File: config.mk
export PLATFORM = sky130hd
export DESIGN_NAME = rcf_top
export DESIGN_NICKNAME = d
export VERILOG_FILES = /design/src/shared/rcf_pkg.sv /design/src/design/rcf_sync.sv /design/src/design/rcf_top.sv
export SDC_FILE = /design/constraint.sdc
export NUM_CORES = 1
export LEC_CHECK = 0
export BUFFER_PORTS_ARGS = -buffer_cell sky130_fd_sc_hd__buf_2
export CAP_MARGIN = 40
export CORE_MARGIN = 10
export CORE_UTILIZATION = 36
export DETAILED_ROUTE_END_ITERATION = 6
export PLACE_DENSITY_LB_ADDON = 0.12
export SYNTH_ARGS = -nofsm -noshare
export SYNTH_HDL_FRONTEND = slang
export SYNTH_HIERARCHICAL = 1
export SYNTH_SLANG_ARGS = --single-unit
File: constraint.sdc
create_clock -name MCLK_I -period 2.1 [get_ports MCLK_I]
set_clock_uncertainty 0.2 [all_clocks]
set_input_delay 0.525 -clock MCLK_I [delete_from_list [all_inputs] [get_ports MCLK_I]]
set_output_delay 0.525 -clock MCLK_I [all_outputs]
set_load 0.1 [all_outputs]
File: src/shared/rcf_pkg.sv
// package with the constants and carrier types of the reset-cause flag register block
package rcf_pkg;

  localparam int unsigned RCF_ADDR_W = 12;
  localparam int unsigned RCF_DATA_W = 32;
  localparam int unsigned RCF_STRB_W = 4;
  localparam int unsigned RCF_FLAGS_W = 8;
  localparam int unsigned RCF_SYNC_STAGES = 2;

  // byte address of the one register in this block
  localparam logic [RCF_ADDR_W-1:0] RCF_FLAGS_ADDR = 12'h000;

  // bit positions inside reset_cause_flags
  localparam int unsigned RCF_BIT_STACK_OVERFLOW = 7;
  localparam int unsigned RCF_BIT_STACK_UNDERFLOW = 6;
  localparam int unsigned RCF_BIT_UNUSED = 5;
  localparam int unsigned RCF_BIT_WATCHDOG_N = 4;
  localparam int unsigned RCF_BIT_PIN_N = 3;
  localparam int unsigned RCF_BIT_INSTR_N = 2;
  localparam int unsigned RCF_BIT_POWER_ON_N = 1;
  localparam int unsigned RCF_BIT_BROWN_OUT_N = 0;

  // value after power-on: stack flags 0, cause flags 1, power-on and brown-out 0
  localparam logic [RCF_FLAGS_W-1:0] RCF_POR_VALUE = 8'h1C;
  // bits that firmware can change; bit 5 is not implemented
  localparam logic [RCF_FLAGS_W-1:0] RCF_WRITE_MASK = 8'hDF;
  // brown-out forces these bits to one and these bits to zero, power-on flag is kept
  localparam logic [RCF_FLAGS_W-1:0] RCF_BOR_SET_MASK = 8'h1C;
  localparam logic [RCF_FLAGS_W-1:0] RCF_BOR_CLR_MASK = 8'hC1;

  localparam logic [RCF_DATA_W-1:0] RCF_READ_IDLE = 32'h0000_0000;

  // one-cycle cause events that arrive from logic on the core clock
  typedef struct packed {
    logic stack_overflow;
    logic stack_underflow;
    logic watchdog;
    logic instr;
  } rcf_event_type;

  // apb request as seen by the slave
  typedef struct packed {
    logic sel;
    logic enable;
    logic write;
    logic [RCF_ADDR_W-1:0] addr;
    logic [RCF_DATA_W-1:0] wdata;
    logic [RCF_STRB_W-1:0] strb;
  } rcf_apb_req_type;

endpackage

File: src/design/rcf_sync.sv
// two-stage synchroniser for levels that arrive from outside the core clock
`timescale 1ns/1ns
`default_nettype none
module rcf_sync
  import rcf_pkg::*;
#(
  parameter int unsigned WIDTH = 1
) (
  input wire logic clk_i,
  input wire logic rst_i,
  input wire logic ce_i,
  input wire logic [WIDTH-1:0] async_i,
  output logic [WIDTH-1:0] sync_o
);

  logic [WIDTH-1:0] meta_reg;
  logic [WIDTH-1:0] sync_reg;

  // the first stage feeds only the second stage
  always_ff @(posedge clk_i) begin
    if (rst_i) begin
      meta_reg <= '0;
      sync_reg <= '0;
    end else if (ce_i) begin
      meta_reg <= async_i;
      sync_reg <= meta_reg;
    end
  end

  assign sync_o = sync_reg;

endmodule
`default_nettype wire

File: src/design/rcf_top.sv
// reset-cause flag register with its apb slave
//
// Local design decisions: register access over APB and the register addresses.
`timescale 1ns/1ns
`default_nettype none

// Overview of operation
// - A stack overflow event sets bit 7, which stays set until firmware writes it to zero.
// - A stack underflow event sets bit 6, which stays set until firmware writes it to zero.
// - Bit 5 is not implemented, reads as zero and ignores writes.
// - A watchdog time-out reset clears bit 4, and firmware may write it back to one.
// - A reset through the external reset pin clears bit 3, and firmware may write it back to one.
// - A reset instruction clears bit 2, and firmware may write it back to one.
// - Power-on drives bit 1 to zero, and firmware must write it to one afterwards.
// - Brown-out drives bit 0 to zero, and firmware must write it to one after power-on or brown-out.
// - Power-on or brown-out loads zero into both stack flags and one into watchdog, pin and instruction flags.
// - The low-power supply monitor request is ORed with the brown-out request into one brown-out signal.
module rcf_top
  import rcf_pkg::*;
(
  input wire logic MCLK_I,
  input wire logic SYS_RST_I,
  input wire logic CE_I,
  input wire logic PSEL_I,
  input wire logic PENABLE_I,
  input wire logic PWRITE_I,
  input wire logic [RCF_ADDR_W-1:0] PADDR_I,
  input wire logic [RCF_DATA_W-1:0] PWDATA_I,
  input wire logic [RCF_STRB_W-1:0] PSTRB_I,
  output logic [RCF_DATA_W-1:0] PRDATA_O,
  output logic PREADY_O,
  output logic PSLVERR_O,
  input wire logic STACK_OVERFLOW_I,
  input wire logic STACK_UNDERFLOW_I,
  input wire logic WATCHDOG_RESET_I,
  input wire logic INSTR_RESET_I,
  input wire logic EXTERNAL_RESET_PIN_I,
  input wire logic BROWN_OUT_REQ_I,
  input wire logic LOW_POWER_SUPPLY_MONITOR_I,
  output logic BROWN_OUT_RESET_O,
  output logic [RCF_FLAGS_W-1:0] RESET_CAUSE_FLAGS_O
);

  rcf_apb_req_type apb_req;
  rcf_event_type cause_evt;
  logic [RCF_FLAGS_W-1:0] reset_cause_flags_reg;
  logic [RCF_FLAGS_W-1:0] reset_cause_flags_next;
  logic [RCF_FLAGS_W-1:0] after_write;
  logic [RCF_FLAGS_W-1:0] after_events;
  logic [RCF_DATA_W-1:0] prdata_reg;
  logic [RCF_DATA_W-1:0] prdata_next;
  logic [1:0] async_req;
  logic [1:0] sync_req;
  logic brown_out_raw;
  logic pin_reset_req;
  logic brown_out_req;
  logic addr_hit;
  logic access_phase;
  logic wr_en;
  logic rd_en;

  function automatic logic flags_addressed(input logic [RCF_ADDR_W-1:0] addr);
    flags_addressed = (addr == RCF_FLAGS_ADDR);
  endfunction

  assign apb_req = '{sel: PSEL_I, enable: PENABLE_I, write: PWRITE_I,
                     addr: PADDR_I, wdata: PWDATA_I, strb: PSTRB_I};
  assign cause_evt = '{stack_overflow: STACK_OVERFLOW_I, stack_underflow: STACK_UNDERFLOW_I,
                       watchdog: WATCHDOG_RESET_I, instr: INSTR_RESET_I};

  // both supply monitors merge before the synchroniser, so one path feeds flag and reset logic
  assign brown_out_raw = BROWN_OUT_REQ_I | LOW_POWER_SUPPLY_MONITOR_I;
  assign async_req = {EXTERNAL_RESET_PIN_I, brown_out_raw};

  rcf_sync #(
    .WIDTH(2)
  ) u_sync (
    .clk_i(MCLK_I),
    .rst_i(SYS_RST_I),
    .ce_i(CE_I),
    .async_i(async_req),
    .sync_o(sync_req)
  );

  assign pin_reset_req = sync_req[1];
  assign brown_out_req = sync_req[0];
  assign BROWN_OUT_RESET_O = brown_out_req;

  // apb decode: zero wait states, unmapped addresses answer with an error
  assign access_phase = apb_req.sel & apb_req.enable;
  assign addr_hit = flags_addressed(apb_req.addr);
  assign wr_en = access_phase & apb_req.write & addr_hit & apb_req.strb[0] & CE_I;
  assign rd_en = apb_req.sel & ~apb_req.enable & ~apb_req.write & addr_hit;
  assign PREADY_O = 1'b1;
  assign PSLVERR_O = access_phase & ~addr_hit;

  // firmware write touches only implemented bits
  assign after_write = wr_en
    ? ((reset_cause_flags_reg & ~RCF_WRITE_MASK) | (apb_req.wdata[RCF_FLAGS_W-1:0] & RCF_WRITE_MASK))
    : reset_cause_flags_reg;

  // hardware events beat a same-cycle firmware write; other bits keep their value
  always_comb begin
    after_events = after_write;
    if (cause_evt.stack_overflow) begin
      after_events[RCF_BIT_STACK_OVERFLOW] = 1'b1;
    end
    if (cause_evt.stack_underflow) begin
      after_events[RCF_BIT_STACK_UNDERFLOW] = 1'b1;
    end
    if (cause_evt.watchdog) begin
      after_events[RCF_BIT_WATCHDOG_N] = 1'b0;
    end
    if (pin_reset_req) begin
      after_events[RCF_BIT_PIN_N] = 1'b0;
    end
    if (cause_evt.instr) begin
      after_events[RCF_BIT_INSTR_N] = 1'b0;
    end
  end

  // brown-out overrides the cause bits it loads, the power-on flag passes through
  assign reset_cause_flags_next = brown_out_req
    ? ((after_events | RCF_BOR_SET_MASK) & ~RCF_BOR_CLR_MASK)
    : after_events;

  // read data is captured in the setup cycle so that it stands through the access phase
  assign prdata_next = rd_en ? {{(RCF_DATA_W-RCF_FLAGS_W){1'b0}}, reset_cause_flags_reg} : RCF_READ_IDLE;

  // SYS_RST_I is the power-on reset of this register
  always_ff @(posedge MCLK_I) begin
    if (SYS_RST_I) begin
      reset_cause_flags_reg <= RCF_POR_VALUE;
    end else if (CE_I) begin
      reset_cause_flags_reg <= reset_cause_flags_next;
    end
  end

  always_ff @(posedge MCLK_I) begin
    if (SYS_RST_I) begin
      prdata_reg <= RCF_READ_IDLE;
    end else if (CE_I) begin
      prdata_reg <= prdata_next;
    end
  end

  assign PRDATA_O = prdata_reg;
  assign RESET_CAUSE_FLAGS_O = reset_cause_flags_reg;
endmodule
`default_nettype wire

Word-level counts from Yosys, hierarchy flattened
Cells that the tools add are included.
{"block": "op_classes", "addsub": 0, "mul": 0, "div": 0, "order_cmp": 0, "eq_ne": 0, "n_shift": 0, "muxes": 8, "n_bitwise": 14, "reduce_logical": 13}
{"cell": "$mux W8", "n": 3}
{"cell": "$reduce_bool A3 Y1", "n": 5}
{"cell": "$logic_not A12 Y1", "n": 1}
{"cell": "$reduce_and A2 Y1", "n": 6}
{"cell": "$and A1 B1 Y1", "n": 9}
{"cell": "$or A6 B8 Y8", "n": 1}
{"cell": "$mux W1", "n": 5}
{"cell": "$not A1 Y1", "n": 3}
{"cell": "$reduce_bool A2 Y1", "n": 1}
{"cell": "$or A1 B1 Y1", "n": 1}
{"block": "totals", "ff_bits": 44, "latch_bits": 0, "ramBits": 0, "rom_bits": 0, "in_bits": 61, "output_inout_bits": 43, "wordCells": 45, "mem_count": 0}

Logic depth before layout (Yosys ltp)
{"block": "logic_depth", "depth_word": 8, "mapped_depth": 4, "depth_no_buf": 4}

Hierarchy
Netlist, hierarchy kept.
{"mod": "rcf_top", "n_inst": 1, "cells_each": 93, "area_per_inst_um2": 927.1, "seq_area_each_um2": 300.3}
{"mod": "rcf_sync", "n_inst": 1, "cells_each": 13, "area_per_inst_um2": 140.1, "seq_area_each_um2": 80.1}

Worst setup path after synthesis
Ideal clock, no wire load.
{"block": "synth_path", "path_kind": "input port to output port", "start": "input PADDR_I[8]", "end": "output PSLVERR_O", "t_arrival_ps": 2235, "t_required_ps": 1375, "path_slack_ps": -860, "stages": 2, "path_buffers": 0, "cell_sequence": "nor4_4 > a31oi_1"}
{"block": "synth_via", "elab_chain_cells": 3}
{"element": "start, declared", "line": "rcf_top.sv:27", "text": "input wire logic [RCF_ADDR_W-1:0] PADDR_I,"}
{"element": "$logic_not A12 Y1", "line": "rcf_top.sv:63", "text": "flags_addressed = (addr == RCF_FLAGS_ADDR);"}
{"element": "$not A1 Y1", "line": "rcf_top.sv:95", "text": "assign PSLVERR_O = access_phase & ~addr_hit;"}
{"element": "$and A1 B1 Y1", "line": "rcf_top.sv:95"}
{"element": "end, declared", "line": "rcf_top.sv:32", "text": "output logic PSLVERR_O,"}
Every way passes these cells.

Worst setup path after layout
{"block": "layout_path", "start": "input PADDR_I[5]", "end": "output PSLVERR_O"}
Same word-level chain as after synthesis.

==> run_results.csv <==
group,metric,value,unit
yosys,synth_xor_area_share,0,%
routing,vias,921,
die,io_pins,104,
clocking,ctsHtreeMaxLevel,1,
placement,dp_slack,-0.0409,ns
sta,finalHoldViolations,0,
power,total_power,0.939,mW
die,row_count,19,
routing,drt_pass1_iterations,4,
yosys,synth_compound_area_share,16.6,%
sta,fin_crit,2.03,ns
yosys,synth_cell_types,29,
yosys,synthMuxAreaShare,3.75,%
setup_path,cp_max_fo,2,
layout,finalNonFillerCells,192,
grt,antenna_found_initial,0,
setup_path,criticalPathCategory,"input pin to primary output",
clocking,cts.clk_slew.worst_paths,0.11,ns
yosys,syn_area,1070,sq um
status,outcome,"completed",
setup_path,setup.worst_path.start_class,"input pin",
routing,wirelength,2.73,mm
yosys,synth_top_area_share,35.6,%
sta,rsz0062_at_grt,"false",
grt,grt_overflow,0,
clocking,cts_tree,"built",
routing,dr_wl_met3,228,um
placement,numPortBuffers,49,
grt,grt_start_max_net_pins,13,
layout,diodes,0,
setup_path,end_kind,"primary output",
hold_path,hold_start,"PWDATA_I[0]",
routing,routedWlPerCell,14.2,um
routing,ant_nets,0,
yosys,yosysTopAreaCell,"dfxtp_1",
clocking,worstSkewPairLatency,0.29,ns
routing,drt-vias-per-instance,4.80,
power,leakagePower,0.651,nW
setup_path,rr_startpoint,"u_sync/sync_o[0]",
die,start_util,38.0,%
grt,grt_pass1_wl,4.15,mm
sta,period_share,96.8,%
sta,max_freq,492,MHz
yosys,syn_area_per_cell,10.1,sq um
clocking,cts_buffers,3,
routing,drt_iter0_markers,31,
yosys,netlist_instances,106,
yosys,ys_seq_area_share,35.6,%
hold_path,hold_class,"input pin to flop",
power,powerDensity,704,nW/um^2
clocking,cts_hold_buf,0,
clocking,cts_sinks,19,
sta,slew_viol_final,0,
setup_path,r2r_cells,3,
die,die_y,74.5,um
yosys,synthAdderAreaFrac,0,%
setup_path,r2r_slack,0.86,ns
clocking,cts-root-buf,"clkbuf_4",
setup_path,worstPathArrival,1.31,ns
flow_run,maxCapViolCount,0,
layout,nets,223,
layout,postLayoutCoreUtil,47.5,%
power,peakVddDrop,0.440,mV
grt,grt_use_total,9.27,%
clocking,clockBufferDepth,2,
routing,wl_met2,1.39,mm
die,coreArea,2810,sq um
grt,grt_pass1_vias,943,
layout,syn_to_final_growth,24.9,%
layout,largest_reg_flops,8,
placement,dp_cells,187,
routing,drt-met1-wl,1.07,mm
die,dieArea,5540,sq um
die,die_w,74.5,um
layout,drive_gt1_share,44.1,%
sta,fin_ws,0.0666,ns
yosys,synth_area_leaders,"dfxtp_1 36%, buf_4 18%, nor4_4 10%",
layout,layout_commonest_cell,"buf_2",
placement,dp_hpwl,2.34,mm
setup_path,r2r-end,"RESET_CAUSE_FLAGS_O[3]",
yosys,yosysWarnings,6,
placement,place.gp.congestion,0.739,
setup_path,required,1.37,ns
yosys,ys_seq_elements,19,
yosys,synth_top_family_by_area,"simple AND/OR/NAND/NOR gates",
yosys,synthSimpleGateAreaFrac,22.9,%
hold_path,holdPathStages,2,
hold_path,holdPathEnd,"RESET_CAUSE_FLAGS_O[0]",
sta,whs,0.226,ns
routing,drc,0,
routing,routed.top_layer,"met4",
layout,most-common-layout-cells,"48 x buf_2, 26 x conb_1, 19 x dfxtp_1",
sta,setup_viol,0,
layout,num-fill-cells,298,
==> cells by family after synthesis <==
| group | Yosys count |
|---|---|
| buf+inv | 31 |
| simple gates | 27 |
| compound gates | 23 |
| flops | 19 |
| mux | 4 |
| other cells | 2 |
==> what timing repair did <==
item | in CTS | in global routing
gates resized for setup | 1 | 1
buffers inserted | 0 | 1
endpoints found under the setup margin | 1 | 1
pin swaps | 0 | 1
==> cell usage after synthesis <==
cell	instances
nor4_1	2
nand2_1	1
a21oi_2	1
o21ai_0	3
nor2b_1	1
nand4_4	1
nor4_4	5
mux2i_1	4
inv_1	2
a2bb2oi_1	3
dfxtp_1	19
nand2b_1	3
a22o_1	7
nand4_1	2
buf_4	26
conb_1	2
a21boi_0	3
and2_1	1
or2_2	1
a211oi_1	2
or2b_2	1
o2bb2ai_1	1
a21oi_1	1
o41ai_1	1
clkbuf_2	3
a31oi_1	1
nor2_1	7
and4_1	1
nor2_2	1
==> metal layers <==
layer	up-vias	track usage [%]
met4	0	2.94
met5	-	0
met1	430	9.91
li1	441	-
met2	46	16.5
met3	4	3.46
==> how the worst max path moves through the flow <==
stage	slack, ns	cells after the start	start	to
6_report	0.07	4	PADDR_I[5]	PSLVERR_O
3_3_place_gp	-0.05	6	PADDR_I[1]	RESET_CAUSE_FLAGS_O[4]
3_5_place_dp	-0.04	6	PADDR_I[1]	RESET_CAUSE_FLAGS_O[3]
4_1_cts	0.03	4	PADDR_I[5]	PSLVERR_O
5_1_grt	0.04	4	PADDR_I[5]	PSLVERR_O
2_1_floorplan	0.08	2	PADDR_I[5]	PSLVERR_O
==> report_power, final <==
group | switching, mW | leakage [nW] | internal, mW | total (mW)
sequential | 0.00959 | 0.155 | 0.372 | 0.382
clock | 0.109 | 0.0177 | 0.0708 | 0.180
combinational | 0.321 | 0.478 | 0.0557 | 0.377
total | 0.440 | 0.651 | 0.499 | 0.939
==> worst max-delay path, stage by stage <==
cell and delay [ns]:
buf_2 0.11, nor4_4 0.34, a31oi_4 0.12, buf_6 0.20
==> cell type report <==
cell class	count	area, sq um	share of cell area (%)
Inverter	2	7.51	0.563
Sequential cell	19	380	28.5
Timing Repair Buffer	56	304	22.8
Clock buffer	3	22.5	1.69
Multi-Input combinational cell	80	574	43.1
Clock inverter	1	5.00	0.376
Tap cell	31	38.8	2.91
==> per-stage QoR <==
step,area [sq um],setup TNS [ns]
2_1_floorplan,1170,0
3_3_place_gp,1290,-0.158
3_5_place_dp,1290,-0.153
4_1_cts,1320,0
5_1_grt,1330,0
6_report,1330,0
Power figures use the tool's default switching activity.
